--- src/inc/epg_map.svh ---
`ifndef EPG_MAP_SVH
`define EPG_MAP_SVH
`define EPG_WIN_LO 16'h1000
`define EPG_WIN_HI 16'h1FFF
`define EPG_OFF_SCRATCH 16'h1000
`define EPG_OFF_ID 16'h1001
`define EPG_OFF_SIZE 16'h1008
`define EPG_OFF_COUNT 16'h1009
`define EPG_OFF_CTRL 16'h1010
`define EPG_OFF_DAL 16'h1011
`define EPG_OFF_DAH 16'h1012
`define EPG_OFF_SAL 16'h1013
`define EPG_OFF_SAH 16'h1014
`define EPG_RST_SCRATCH 32'h0000_0000
`define EPG_RST_SIZE 30'h2580_0040
`define EPG_RST_COUNT 32'h0000_000A
`define EPG_RST_CTRL 8'h06
`define EPG_RST_DAL 32'h5678_0ADD
`define EPG_RST_DAH 16'h1234
`define EPG_RST_SAL 32'h4321_0ADD
`define EPG_RST_SAH 16'h8765
`define EPG_RST_LFSR 16'hACE1
`define EPG_CTRL_DIS 1
`define EPG_CTRL_LPBK 3
`define EPG_CTRL_PAT_HI 5
`define EPG_CTRL_PAT_LO 4
`define EPG_CTRL_CSTOP 6
`define EPG_CTRL_B2B 7
`define EPG_PAT_FIXED 2'h1
`define EPG_SIZE_MSB 10
`define EPG_MIN_LEN 11'h010
`endif

--- src/inc/epg_pkg.sv ---
package epg_pkg;
	typedef enum logic [1:0] {S_IDLE, S_SEND, S_GAP} epg_state_e;
	typedef struct packed {
		logic [31:0] scratch;
		logic [29:0] size;
		logic [31:0] count;
		logic [7:0] ctrl;
		logic [31:0] dal;
		logic [15:0] dah;
		logic [31:0] sal;
		logic [15:0] sah;
		logic [31:0] rdata;
		logic rvalid;
		epg_state_e state;
		logic [7:0] beat;
		logic [31:0] sent;
		logic [15:0] lfsr;
		logic [3:0] gap;
		logic [63:0] data;
		logic valid;
		logic sop;
		logic eop;
		logic [2:0] empty;
	} epg_regs_s;
endpackage

--- src/epg_packet_gen.sv ---
`timescale 1ns/100ps
`default_nettype none
`include "epg_map.svh"
module epg_packet_gen
	import epg_pkg::*;
#(
	parameter logic [31:0] CLIENT_ID = 32'h5046_4752 // arbitrary value
) (
	input wire logic CLK_IN,
	input wire logic RST_N_IN,
	input wire logic [15:0] REG_ADDR_IN,
	input wire logic REG_WR_IN,
	input wire logic REG_RD_IN,
	input wire logic [31:0] REG_WDATA_IN,
	output logic [31:0] REG_RDATA_OUT,
	output logic REG_RDVALID_OUT,
	input wire logic LOOPBACK_IN,
	input wire logic TX_READY_IN,
	output logic [63:0] TX_DATA_OUT,
	output logic TX_VALID_OUT,
	output logic TX_SOP_OUT,
	output logic TX_EOP_OUT,
	output logic [2:0] TX_EMPTY_OUT
);
	localparam epg_regs_s RST_VAL = '{
		scratch: `EPG_RST_SCRATCH, size: `EPG_RST_SIZE, count: `EPG_RST_COUNT,
		ctrl: `EPG_RST_CTRL, dal: `EPG_RST_DAL, dah: `EPG_RST_DAH,
		sal: `EPG_RST_SAL, sah: `EPG_RST_SAH, rdata: 32'h0000_0000,
		rvalid: 1'b0, state: S_IDLE, beat: 8'h00, sent: 32'h0000_0000,
		lfsr: `EPG_RST_LFSR, gap: 4'h0, data: 64'h0000_0000_0000_0000,
		valid: 1'b0, sop: 1'b0, eop: 1'b0, empty: 3'h0};

	epg_regs_s r_reg;
	epg_regs_s r_next;
	logic [10:0] len;
	logic [7:0] last_beat;
	logic run;
	logic advance;

	// register read decode
	function automatic logic [31:0] reg_read(input epg_regs_s s, input logic [15:0] a,
			input logic lpbk);
		logic [31:0] v;
		v = 32'h0000_0000;
		unique case (a)
			`EPG_OFF_SCRATCH: v = s.scratch;
			`EPG_OFF_ID: v = CLIENT_ID;
			`EPG_OFF_SIZE: v = {2'b00, s.size};
			`EPG_OFF_COUNT: v = s.count;
			`EPG_OFF_CTRL: begin
				v = {24'h00_0000, s.ctrl};
				v[`EPG_CTRL_LPBK] = lpbk;
				v[0] = 1'b0;
			end
			`EPG_OFF_DAL: v = s.dal;
			`EPG_OFF_DAH: v = {16'h0000, s.dah};
			`EPG_OFF_SAL: v = s.sal;
			`EPG_OFF_SAH: v = {16'h0000, s.sah};
			default: v = 32'h0000_0000;
		endcase
		return v;
	endfunction

	// frame length, short sizes padded to two beats
	// length from low size bits
	assign len = (r_reg.size[`EPG_SIZE_MSB:0] < `EPG_MIN_LEN) ? `EPG_MIN_LEN :
		r_reg.size[`EPG_SIZE_MSB:0];
	// widened by one bit so a 2047-byte frame does not wrap to zero beats
	assign last_beat = 8'(({1'b0, len} + 12'd7) >> 3) - 8'd1;
	// run only when enabled, fixed mode, count not reached if count-stop is set
	assign run = !r_reg.ctrl[`EPG_CTRL_DIS] &&
		(r_reg.ctrl[`EPG_CTRL_PAT_HI:`EPG_CTRL_PAT_LO] == `EPG_PAT_FIXED) &&
		!(r_reg.ctrl[`EPG_CTRL_CSTOP] && (r_reg.sent >= r_reg.count));
	assign advance = !r_reg.valid || TX_READY_IN;

	// next-state logic for registers and transmitter
	always_comb begin
		r_next = r_reg;
		r_next.rvalid = 1'b0;
		r_next.lfsr = {r_reg.lfsr[14:0], r_reg.lfsr[15] ^ r_reg.lfsr[13] ^
			r_reg.lfsr[12] ^ r_reg.lfsr[10]};
		if (advance) begin
			r_next.valid = 1'b0;
			r_next.sop = 1'b0;
			r_next.eop = 1'b0;
			r_next.empty = 3'h0;
			unique case (r_reg.state)
				S_IDLE: begin
					if (run) begin
						r_next.data = {r_reg.dah, r_reg.dal, r_reg.sah};
						r_next.valid = 1'b1;
						r_next.sop = 1'b1;
						r_next.beat = 8'h01;
						r_next.state = S_SEND;
					end
				end
				S_SEND: begin
					// source low half leads the second beat
					if (r_reg.beat == 8'h01) begin
						r_next.data = {r_reg.sal, {4{r_reg.beat}}};
					end else begin
						r_next.data = {8{r_reg.beat}};
					end
					r_next.valid = 1'b1;
					r_next.beat = r_reg.beat + 8'h01;
					if (r_reg.beat == last_beat) begin
						r_next.eop = 1'b1;
						r_next.empty = 3'(4'h8 - {1'b0, len[2:0]});
						r_next.sent = r_reg.sent + 32'h0000_0001;
						if (r_reg.ctrl[`EPG_CTRL_B2B]) begin
							r_next.state = S_IDLE;
						end else begin
							r_next.gap = r_reg.lfsr[3:0];
							r_next.state = S_GAP;
						end
					end
				end
				S_GAP: begin
					if (r_reg.gap == 4'h0) begin
						r_next.state = S_IDLE;
					end else begin
						r_next.gap = r_reg.gap - 4'h1;
					end
				end
			endcase
		end
		if (REG_WR_IN) begin
			unique case (REG_ADDR_IN)
				`EPG_OFF_SCRATCH: r_next.scratch = REG_WDATA_IN;
				`EPG_OFF_SIZE: r_next.size = REG_WDATA_IN[29:0];
				`EPG_OFF_COUNT: r_next.count = REG_WDATA_IN;
				`EPG_OFF_CTRL: begin
					r_next.ctrl = REG_WDATA_IN[7:0];
					if (REG_WDATA_IN[`EPG_CTRL_DIS]) begin
						r_next.sent = 32'h0000_0000;
					end
				end
				`EPG_OFF_DAL: r_next.dal = REG_WDATA_IN;
				`EPG_OFF_DAH: r_next.dah = REG_WDATA_IN[15:0];
				`EPG_OFF_SAL: r_next.sal = REG_WDATA_IN;
				`EPG_OFF_SAH: r_next.sah = REG_WDATA_IN[15:0];
				default: r_next.scratch = r_reg.scratch;
			endcase
		end
		if (REG_RD_IN) begin
			r_next.rvalid = 1'b1;
			r_next.rdata = reg_read(r_reg, REG_ADDR_IN, LOOPBACK_IN);
		end
	end

	// state register
	always_ff @(posedge CLK_IN or negedge RST_N_IN) begin
		if (!RST_N_IN) begin
			r_reg <= RST_VAL;
		end else begin
			r_reg <= r_next;
		end
	end

	// outputs straight from flip-flops
	assign REG_RDATA_OUT = r_reg.rdata;
	assign REG_RDVALID_OUT = r_reg.rvalid;
	assign TX_DATA_OUT = r_reg.data;
	assign TX_VALID_OUT = r_reg.valid;
	assign TX_SOP_OUT = r_reg.sop;
	assign TX_EOP_OUT = r_reg.eop;
	assign TX_EMPTY_OUT = r_reg.empty;
endmodule
`default_nettype wire
--- config.mk ---
export PLATFORM = sky130hd
export DESIGN_NAME = epg_packet_gen
export DESIGN_NICKNAME = d
export VERILOG_FILES = /design/src/inc/epg_pkg.sv /design/src/epg_packet_gen.sv
export VERILOG_INCLUDE_DIRS = /design/src /design/src/inc
export SDC_FILE = /design/constraint.sdc
export NUM_CORES = 1
export LEC_CHECK = 0
export BUFFER_PORTS_ARGS = -buffer_cell sky130_fd_sc_hd__buf_2
export CORE_MARGIN = 2
export CORE_UTILIZATION = 41
export CTS_CLUSTER_SIZE = 14
export DETAILED_ROUTE_END_ITERATION = 8
export GPL_TIMING_DRIVEN = 0
export PLACE_DENSITY_LB_ADDON = 0.05
export SLEW_MARGIN = 0
export SYNTH_ARGS = -nofsm -noshare
export SYNTH_HDL_FRONTEND = slang
export SYNTH_SLANG_ARGS = --single-unit
export TNS_END_PERCENT = 50
--- constraint.sdc ---
create_clock -name CLK_IN -period 4 [get_ports CLK_IN]
set_input_delay 0.8 -clock CLK_IN [delete_from_list [all_inputs] [get_ports CLK_IN]]
set_output_delay 0.8 -clock CLK_IN [all_outputs]
set_load 0.01 [all_outputs]
==> qor.csv, run 1 <==
stage,metric,value,unit
clock_network,numCtsBuffers,43,
clock_network,htreeDepth,2,
global_route,antenna_found_initial,2,
floorplan,die_y,215,um
power,p_seq_frac,0.376,
floorplan,boundaryPins,157,
floorplan,initial_core_util,0.414,
power,p_sw,3770,uW
placement,portBuffers,153,
power,powerDensity,528,mW/mm^2
power,cellInternalPower,7890,uW
worst_setup_path,criticalPathCategory,reg2reg,
clock_network,clk_pin_slew,60,ps
floorplan,die_area,0.0463,sq mm
worst_setup_path,path_cells,"nor2_4, nand4b_1, nand2_2, ha_4, nand2b_4, and3_4, o21a_1, ha_4, xor2_2, xnor2_1, nor2_1, nand4_1, or4_4, buf_8, buf_6, o311ai_1, o41ai_2",
yosys,syn_nets,1806,
worst_setup_path,worst_setup_path_start_kind,flop,
power,clock_power_share,0.345,
clock_network,postCtsHoldBufs,0,
global_route,grt_max_degree,104,
detailed_routing,drc,0,
yosys,synth.lib_cells_used.distinct,70,
detailed_routing,wl_per_cell,23.6,um
timing,layout_setup_ws,-84.5,ps
clock_network,clock-sinks,361,
timing,rsz0062_at_grt,true,
placement,dp.cells,2458,
yosys,synth_ff_type,dfrtp_1,
status,violations,negative setup slack,
global_route,globalRouteTotalUtil,0.263,
timing,tightest_slew,1140,ps
clock_network,cts_root_buf,clkbuf_16,
placement,pre_cts_ws,-844,ps
worst_setup_path,cp.arrival,4520,ps
worst_setup_path,cp_common_cell,ha_4,
detailed_routing,drtIter0Drc,1144,
yosys,yosys_register_bits,361,
placement,dp_hpwl,45100,um
power,p_leak,0.0103,uW
placement,place.gp.congestion,0.905,
worst_setup_path,crit_buf_inv,2,
yosys,syn_avg_cell_area,10.7,sq um
layout,n_antenna_cell,0,
detailed_routing,vias_per_cell,5.64,
worst_setup_path,required,4440,ps
timing,skew,21.2,ps
clock_network,worstSkewPairLatency,590,ps
yosys,synth_cells,1710,
floorplan,dieWidth,215,um
global_route,grt_overflow,0,
timing,finalSetupTns,-517,ps
yosys,synthArstFlopShare,1.00,
layout,syn_to_final_growth,20.9,%
global_route,grt_pass1_wl,91800,um
yosys,yosysWarnings,0,
worst_setup_path,worst_setup_path_end_kind,flop,
worst_setup_path,crit_family,simple AND/OR/NAND/NOR gates,
worst_setup_path,slowest_stage,or4_4,
timing,fmax,245,MHz
worst_setup_path,cpPeakStageDelay,620,ps
floorplan,core,0.0441,sq mm
hold_path,hold_class,in2async,
global_route,grt_pass1_vias,14700,
layout,design_area,0.0221,sq mm
timing,setup_viol,14,
detailed_routing,ant_nets,0,
yosys,synth_area,0.0183,sq mm
clock_network,cts_tree,built,
yosys,synth_enable_flop_cells,0,
floorplan,rows,77,
yosys,yosysSeqAreaShare,0.498,
placement,dpl_cell_area,0.0199,sq mm
layout,layout.nets,2059,
timing,fin_crit_sh,1.02,
run,maxCapViolations,0,
layout,largest_reg_flops,243,
detailed_routing,first_pass_iters,8,
power,swShare,0.323,
timing,slew_violations,0,
worst_setup_path,worstPathMaxFanout,10,
detailed_routing,drt-total-wl,61200,um
layout,layout.cells.non_filler,2589,
power,irDropWorstVdd,312,uV
detailed_routing,vias,14600,
timing,relSlewSlack,0.232,
timing,hold_viol_final,0,
status,run_status,finished with violations,
power,pwr-share-comb,0.279,
layout,layout-drive-gt1-share,0.362,
clock_network,max-clock-path-buffers,3,
timing,min_period,4080,ps
==> cells by family after synthesis <==
group | synth area share
AOI/OAI and AO/OA | 0.139
xor gates and xnor gates | 0.0142
adders and majority gates | 0.0288
buffers and inverters | 0.0849
DFF | 0.498
muxes | 0.134
and+or+nand+nor | 0.101
==> repair_timing <==
item                                    CTS  global route
pin swaps                                10            31
gates resized for setup                  36            69
buffers inserted                         59            10
cloned                                    0             1
endpoints found under the setup margin  109           110
==> layout make-up <==
cell class	instances	area [sq um]
inverter	94	353
fill	4226	22000
sequential	361	9110
tap	592	741
clock inverter	12	153
timing repair buffer	216	1330
multi-input combinational	1043	7900
buffer	204	1220
clock buffer	67	1290
==> path summary, 6_finish.rpt <==
kind                       startpoint          to  slack (ps)  cells past startpoint
hold reg to reg            r_next[84]  r_next[85]         350                      0
min in group CLK_IN        r_next[84]  r_next[85]         350                      0
hold / removal               RST_N_IN   r_reg[97]         270                      1
max in group asynchronous    RST_N_IN  r_reg[257]        2250                      3
setup / recovery           r_reg[309]  r_reg[104]         -80                     17
setup reg to reg           r_reg[309]  r_reg[104]         -80                     17
==> stage by stage <==
step           utilization  total power (uW)  hold slack [ps]
3_5_place_dp         0.450              7600              338
6_report             0.501             11700              270
4_1_cts              0.495             11700              310
3_3_place_gp         0.448              7570              335
2_1_floorplan            -              6440              331
5_1_grt              0.501             12300              348
==> worst register-to-register path, cell delays in order, from the launching register on <==
cell      delay, ps
dfrtp_2         440
nor2_4          120
nand4b_1        280
nand2_2         220
ha_4            190
nand2b_4         80
and3_4          180
o21a_1          220
ha_4            190
xor2_2          150
xnor2_1         120
nor2_1           90
nand4_1         270
or4_4           620
buf_8           160
buf_6           160
o311ai_1        330
o41ai_2         130
==> synth_stat cells, types with 7 or more instances <==
cell / n / share of area
mux2i_1: 13 / 0.0071
and2_1: 7 / 0.0024
nor3_1: 19 / 0.0052
inv_1: 93 / 0.019
a221oi_1: 22 / 0.011
clkbuf_1: 92 / 0.019
ha_1: 42 / 0.029
buf_1: 11 / 0.0023
a21oi_1: 150 / 0.041
o311ai_0: 7 / 0.0034
nand3_1: 27 / 0.0074
xor2_1: 9 / 0.0043
a222oi_1: 20 / 0.011
and3_1: 13 / 0.0045
nor4_1: 10 / 0.0034
o21ai_0: 27 / 0.0074
a22oi_1: 24 / 0.0099
xnor2_1: 18 / 0.0086
nand4_1: 14 / 0.0048
or4_1: 19 / 0.0078
dfstp_2: 59 / 0.085
a31oi_1: 7 / 0.0024
o41ai_1: 8 / 0.0038
nand2_1: 111 / 0.023
a2bb2oi_1: 24 / 0.012
o22ai_1: 28 / 0.0096
mux2_2: 202 / 0.12
or3_1: 9 / 0.0031
nand2b_1: 20 / 0.0068
buf_4: 99 / 0.041
o211ai_1: 20 / 0.0082
dfrtp_1: 302 / 0.41
nor2_1: 102 / 0.021
==> cells in the final DEF (no fill, tap or decap), types with 6 or more instances in the layout <==
master	synthesis	routed
a21oi_1	150	150
a221oi_1	22	22
a222oi_1	20	20
a22oi_1	24	24
a2bb2oi_1	24	24
a31oi_1	7	7
and2_1	7	7
and3_1	13	12
and4_1	6	6
buf_1	11	9
buf_2	6	156
buf_4	99	157
clkbuf_1	92	86
clkbuf_16	0	45
clkbuf_2	1	13
clkbuf_8	0	10
clkinv_2	0	6
dfrtp_1	302	298
dfstp_2	59	59
ha_1	42	39
inv_1	93	93
mux2_2	202	202
mux2i_1	13	13
nand2_1	111	105
nand2b_1	20	19
nand3_1	27	27
nand4_1	14	14
nor2_1	102	99
nor3_1	19	15
o2111ai_1	6	6
o211ai_1	20	20
o21ai_0	27	26
o22ai_1	28	28
or3_1	9	9
or4_1	19	12
or4_4	0	7
xnor2_1	18	17
xor2_1	9	8
==> layer usage <==
layer	part of all wire	GRT usage	up-vias
li1	-	-	6583
met1	0.44	0.360	7429
met2	0.47	0.416	450
met3	0.059	0.0546	126
met4	0.033	0.0885	4
met5	0.00039	0	-
==> power groups by stage <==
stage | clock [uW] | combinational, uW | sequential [uW]
final | 4030 | 3250 | 4380
after global routing | 4250 | 3580 | 4440
after CTS | 4100 | 3190 | 4390
after detailed placement | 0 | 3150 | 4450
after global placement | 0 | 3120 | 4450
after floorplan | 0 | 2100 | 4340
(Power assumes the default switching activity.)
==> inputs of run 2 (changes only) <==
--- a/config.mk
+++ b/config.mk
@@ -6,6 +6,7 @@
 export SDC_FILE = /design/constraint.sdc
 export NUM_CORES = 1
 export LEC_CHECK = 0
+export ABC_AREA = 1
 export BUFFER_PORTS_ARGS = -buffer_cell sky130_fd_sc_hd__buf_2
 export CORE_MARGIN = 2
 export CORE_UTILIZATION = 41
==> run 2 against run 1 <==
  * The run now ends clean
  * Via count up 11%
  * Fmax is 11% higher
  * Die area is 1.2% higher
  * Critical path type unchanged
  * Critical path depth up 1
  * Non-clock buffer count shrank 66
  * Critical endpoint is now TX_DATA_OUT[31]
  * Highest routed layer is now met4
  * Sequential power shrank 2%
==> qor.csv, run 2 <==
stage,metric,value,unit
power,p_leak,0.0103,uW
hold_path,hold_class,in2async,
timing,setup_viol,0,
yosys,synth_ff_type,dfrtp_1,
floorplan,boundaryPins,157,
yosys,synthArstFlopShare,1.00,
detailed_routing,drt-total-wl,65000,um
floorplan,initial_core_util,0.416,
worst_setup_path,cp_common_cell,nand2_1,
clock_network,clock-sinks,361,
layout,n_antenna_cell,0,
detailed_routing,vias_per_cell,5.25,
layout,layout_common_cells,"nand2_1 (578), dfrtp_1 (302), o21ai_0 (284)",
power,swShare,0.334,
worst_setup_path,worst_setup_path_end_kind,flop,
timing,rsz0062_at_grt,false,
yosys,ys_top_cells_by_count,"nand2_1 (579), dfrtp_1 (302), o21ai_0 (284)",
layout,design_area,0.0216,sq mm
global_route,antenna_found_initial,0,
yosys,yosys.area.top_type,dfrtp_1,
global_route,grt_pass1_vias,15500,
yosys,yosysWarnings,0,
layout,layout.nets,2548,
detailed_routing,drtIter0Drc,1671,
worst_setup_path,cpPeakStageDelay,530,ps
floorplan,rows,77,
yosys,yosysSeqAreaShare,0.493,
timing,relSlewSlack,0.219,
worst_setup_path,cp.arrival,4180,ps
layout,syn_to_final_growth,16.8,%
timing,layout_setup_ws,330,ps
power,p_seq_frac,0.375,
yosys,synth_cells,2247,
clock_network,worstSkewPairLatency,580,ps
worst_setup_path,worst_setup_path_start_kind,flop,
worst_setup_path,slowest_stage,dfstp_2,
placement,dp.cells,2997,
clock_network,clk_pin_slew,60,ps
detailed_routing,ant_nets,0,
layout,nFillCells,4396,
global_route,grt_max_degree,118,
run,maxCapViolations,0,
yosys,yosys_register_bits,361,
clock_network,cts_tree,built,
detailed_routing,first_pass_iters,7,
yosys,synthTopCellsByArea,"dfrtp_1 (41%), nand2_1 (12%), dfstp_2 (8.4%)",
worst_setup_path,path_cells,"inv_1, ha_1, a21oi_1, o21ai_0, nand2_1, o211ai_1, nand2_1, nand2_1, nand2_1, nand3_1, nand2_1, nand2_1, nor2_1, clkinv_1, clkbuf_1, o21ai_0, nand2_1, nand2_1",
detailed_routing,wl_per_cell,21.1,um
clock_network,numCtsBuffers,42,
timing,hold_viol_final,0,
clock_network,htreeDepth,2,
yosys,synth_top_area_frac,0.409,
yosys,synth.lib_cells_used.distinct,49,
global_route,globalRouteTotalUtil,0.279,
power,cellInternalPower,7620,uW
status,run_status,"finished, final reports clean",
placement,pre_cts_ws,-28.8,ps
yosys,syn_nets,2343,
floorplan,die_area,0.0468,sq mm
yosys,yosysMostFrequentCell,nand2_1,
floorplan,core,0.0444,sq mm
power,pwr-share-comb,0.264,
clock_network,max-clock-path-buffers,3,
power,irDropWorstVdd,378,uV
floorplan,die_y,216,um
timing,min_period,3670,ps
layout,final_common_cell,nand2_1,
yosys,synth_enable_flop_cells,0,
layout,largest_reg_flops,243,
placement,place.gp.congestion,0.948,
power,clock_power_share,0.360,
worst_setup_path,criticalPathCategory,reg2reg,
worst_setup_path,required,4510,ps
yosys,synth_area,0.0185,sq mm
power,powerDensity,530,mW/mm^2
global_route,grt_pass1_wl,97700,um
timing,slew_violations,0,
layout,layout.cells.non_filler,3076,
detailed_routing,vias,16200,
timing,fmax,272,MHz
power,p_sw,3820,uW
worst_setup_path,crit_family,simple AND/OR/NAND/NOR gates,
timing,tightest_slew,1160,ps
detailed_routing,drc,0,
placement,dpl_cell_area,0.0201,sq mm
placement,portBuffers,155,
global_route,grt_overflow,0,
timing,whs,148,ps
timing,fin_crit_sh,0.917,
timing,skew,21.4,ps
clock_network,cts_root_buf,clkbuf_16,
worst_setup_path,crit_buf_inv,3,
worst_setup_path,worstPathMaxFanout,10,
layout,final_core_util,0.486,
placement,dp_hpwl,49100,um
floorplan,dieWidth,216,um
layout,layout-drive-gt1-share,0.176,
yosys,syn_avg_cell_area,8.23,sq um
==> run 2: logic make-up after synthesis <==
logic type | count (synthesis) | share of synthesized area
xor+xnor | 15 | 0.00710
mux | 29 | 0.0165
simple gates | 872 | 0.196
fa+ha+maj | 42 | 0.0284
compound gates | 456 | 0.142
flops | 361 | 0.493
buf+inv | 472 | 0.118
==> run 2: final cells by class <==
cell class                 count  area, sq um  share of cell area
sequential                   361         9110               0.422
multi-input combinational   1414         7220               0.334
tap                          592          741              0.0343
buffer                       193         1130              0.0522
clock inverter                14          226              0.0105
timing repair buffer         161          891              0.0413
inverter                     279         1050              0.0487
clock buffer                  62         1230              0.0568
==> run 2: timing repair <==
item / 4_1_cts / 5_1_grt
endpoints found under the setup margin: 0 / 49
hold endpoints to repair: 0 / 0
buffers inserted: 0 / 3
gates resized for setup: 0 / 7
hold buffers: 0 / 0
==> run 2: metal layers <==
metal | vias to the layer above | track usage | routed length [um]
met5 | - | 0 | 0
met3 | 111 | 0.0525 | 4740
li1 | 7661 | - | -
met4 | 0 | 0.0938 | 2190
met1 | 7772 | 0.396 | 29500
met2 | 611 | 0.428 | 28500
==> run 2: stage by stage <==
| stage | power [uW] | setup TNS (ps) |
|---|---|---|
| detailed placement | 7340 | -51.8 |
| global placement | 7280 | -1713970 |
| floorplan | 6250 | 0 |
| global route | 12100 | 0 |
| CTS | 11500 | 0 |
| finish | 11400 | 0 |
==> run 2: power groups by stage <==
stage / combinational, uW / sequential [uW] / clock, uW
2_1_floorplan: 2000 / 4250 / 0
3_3_place_gp: 2930 / 4350 / 0
3_5_place_dp: 2990 / 4350 / 0
4_1_cts: 3000 / 4290 / 4190
5_1_grt: 3390 / 4340 / 4330
6_report: 3020 / 4290 / 4120
==> run 2: final timing paths <==
check	from	to	slack, ps	depth (start not counted)
worst min-delay path	RST_N_IN	r_next[89]	150	1
max in group asynchronous	RST_N_IN	r_reg[256]	2850	2
worst max register to register	r_reg[270]	TX_DATA_OUT[31]	330	18
worst min register to register	r_next[83]	r_next[84]	350	0
min in group CLK_IN	r_next[83]	r_next[84]	350	0
worst max-delay path	r_reg[270]	TX_DATA_OUT[31]	330	18
==> run 2: worst register-to-register path, cell delays in order (launching register included) <==
cell,delay [ps]
dfstp_2,530
inv_1,60
ha_1,290
a21oi_1,140
o21ai_0,120
nand2_1,80
o211ai_1,80
nand2_1,70
nand2_1,50
nand2_1,50
nand3_1,90
nand2_1,80
nand2_1,110
nor2_1,470
clkinv_1,450
clkbuf_1,380
o21ai_0,360
nand2_1,100
nand2_1,70
==> inputs of run 3 (changes only) <==
--- a/config.mk
+++ b/config.mk
@@ -14,6 +14,7 @@
 export DETAILED_ROUTE_END_ITERATION = 8
 export GPL_TIMING_DRIVEN = 0
 export PLACE_DENSITY_LB_ADDON = 0.05
+export RECOVER_POWER = 100
 export SLEW_MARGIN = 0
 export SYNTH_ARGS = -nofsm -noshare
 export SYNTH_HDL_FRONTEND = slang
==> run 3 against run 2 <==
  * The flow now finishes with violations (max-capacitance violations, max-slew violations)
  * Global-route usage is the same
  * First-iteration DRC count shrank 9.6%
  * Largest cell class unchanged
  * Clock skew down 0.69 ps
  * Die area is the same
  * Routed wire length barely moved
  * Core utilization down 0.34 points
  * Power down 0.33%
  * Hold slack improved by 200 ps
  * Cell count did not move
==> qor.csv, run 3 (synthesis gave the netlist of run 2 again) <==
stage,metric,value,unit
status,run_status,finished with violations,
status,violations,"max-capacitance violations, max-slew violations",
placement,dp_hpwl,49100,um
timing,relSlewSlack,-1.19,
clock_network,clock-sinks,361,
worst_setup_path,slowest_stage,nor3_1,
hold_path,hp-start,r_next[83],
layout,multi_input_area,0.00721,sq mm
timing,hold_viol_final,0,
clock_network,clk_pin_slew,50,ps
detailed_routing,wl_per_cell,21.1,um
worst_setup_path,cp.arrival,4440,ps
layout,seq_area,0.00911,sq mm
power,p_leak,0.00988,uW
worst_setup_path,required,4500,ps
layout,layout_common_cells,"nand2_1 (579), dfrtp_1 (302), o21ai_0 (291)",
hold_path,whs_path_depth,0,
layout,final_core_util,0.483,
clock_network,cts_root_buf,clkbuf_16,
clock_network,htreeDepth,2,
clock_network,cts_tree,built,
detailed_routing,drtIter0Drc,1510,
layout,layout.nets,2548,
run,maxCapViolations,2,
worst_setup_path,worst_setup_path_start_kind,input port,
global_route,antenna_found_initial,0,
clock_network,worstSkewPairLatency,580,ps
layout,nFillCells,4449,
placement,place.gp.congestion,0.948,
global_route,grt_max_degree,118,
timing,fmax,254,MHz
power,powerDensity,532,mW/mm^2
worst_setup_path,worst_setup_path_end_kind,flop,
floorplan,core,0.0444,sq mm
floorplan,boundaryPins,157,
global_route,grt_overflow,0,
global_route,grt_pass1_vias,15500,
hold_path,hold_class,reg2reg,
layout,syn_to_final_growth,15.9,%
detailed_routing,first_pass_iters,5,
worst_setup_path,worstSetupStartpoint,REG_ADDR_IN[7],
layout,largest_reg_flops,243,
layout,final_common_cell,nand2_1,
worst_setup_path,r2r_cells,18,
worst_setup_path,worstPathMaxFanout,10,
clock_network,numCtsBuffers,42,
power,irDropWorstVdd,377,uV
clock_network,max-clock-path-buffers,3,
detailed_routing,vias_per_cell,5.25,
timing,rsz0062_at_grt,false,
timing,setup_viol,0,
layout,layout-drive-gt1-share,0.132,
floorplan,initial_core_util,0.416,
timing,slew_violations,52,
timing,min_period,3940,ps
layout,n_antenna_cell,0,
floorplan,die_area,0.0468,sq mm
detailed_routing,vias,16100,
detailed_routing,drc,0,
floorplan,rows,77,
global_route,globalRouteTotalUtil,0.279,
timing,finalSetupTns,0,ps
timing,skew,20.7,ps
floorplan,dieWidth,216,um
detailed_routing,drt-total-wl,65000,um
global_route,grt_pass1_wl,97700,um
worst_setup_path,r2r_start,r_reg[270],
floorplan,die_y,216,um
detailed_routing,ant_nets,0,
timing,tightest_slew,3280,ps
placement,portBuffers,155,
worst_setup_path,criticalPathCategory,in2reg,
worst_setup_path,cpPeakStageDelay,1100,ps
worst_setup_path,path_cells,"buf_2, nor2_1, inv_1, nor3_1, nand3_1, clkbuf_1, o22ai_1, a311oi_1, o2111ai_1, nand2_1, o21ai_0",
timing,fin_crit_sh,0.986,
-- run 3: cell count changes in the layout (fill, tap and decap cells not counted), sizes merged --
cell    change
clkbuf    +105
buf       -105
-- run 3: worst paths after layout --
| check | to | slack [ps] |
|---|---|---|
| worst max-delay path | REG_RDATA_OUT[13] | 60 |
| worst min-delay path | r_next[84] | 350 |
| worst max register to register | TX_DATA_OUT[32] | 300 |
| worst min register to register | r_next[84] | 350 |
| max in group asynchronous | r_reg[179] | 810 |
| min in group asynchronous | r_next[89] | 1320 |
-- run 3: layer usage --
| metal | global-route usage | wire length, um | share of wire | vias up |
|---|---|---|---|---|
| li1 | - | - | - | 7665 |
| met1 | 0.396 | 29600 | 0.46 | 7790 |
| met2 | 0.428 | 28600 | 0.44 | 579 |
| met3 | 0.0525 | 4640 | 0.071 | 110 |
| met4 | 0.0938 | 2170 | 0.033 | 0 |
| met5 | 0 | 0 | 0 | - |
-- run 3: stage by stage --
| step | setup slack, ps | hold slack (ps) | cell area [sq um] | std cells | power (uW) |
|---|---|---|---|---|---|
| final | 56.1 | 350 | 21400 | 3076 | 11400 |
| after global routing | 10.4 | 348 | 21400 | 3076 | 12000 |
| after CTS | 99.5 | 150 | 21600 | 3073 | 11500 |
| after detailed placement | -28.8 | 341 | 20100 | 2997 | 7340 |
| after global placement | -5200 | 336 | 20000 | 2994 | 7280 |
| after floorplan | 991 | 331 | 18500 | 2247 | 6250 |
-- run 3: final cells by class --
class | instances | area share
plain buffers | 193 | 0.0526
clock buffers | 62 | 0.0573
clock inverters | 14 | 0.0106
inverters | 279 | 0.0491
multi-input cells | 1414 | 0.336
flip-flops and latches | 361 | 0.425
well taps | 592 | 0.0345
repair buffers | 161 | 0.0350
-- run 3: critical path: cells and delay by family --
family / cells / cell delay (ps)
simple gates: 4 / 2020
compound gates: 4 / 990
buf+inv: 3 / 620
-- run 3: report_power, final --
part | switching [uW] | internal (uW) | total [uW] | leakage [uW]
sequential | 288 | 4000 | 4290 | 0.00463
clock | 1620 | 2510 | 4130 | 0.000713
combinational | 1930 | 1050 | 2980 | 0.00454
-- run 3: repair_timing --
item,4_1_cts,5_1_grt
hold buffers,0,0
endpoints found under the setup margin,0,49
setup buffers,0,3
resized for setup,0,7
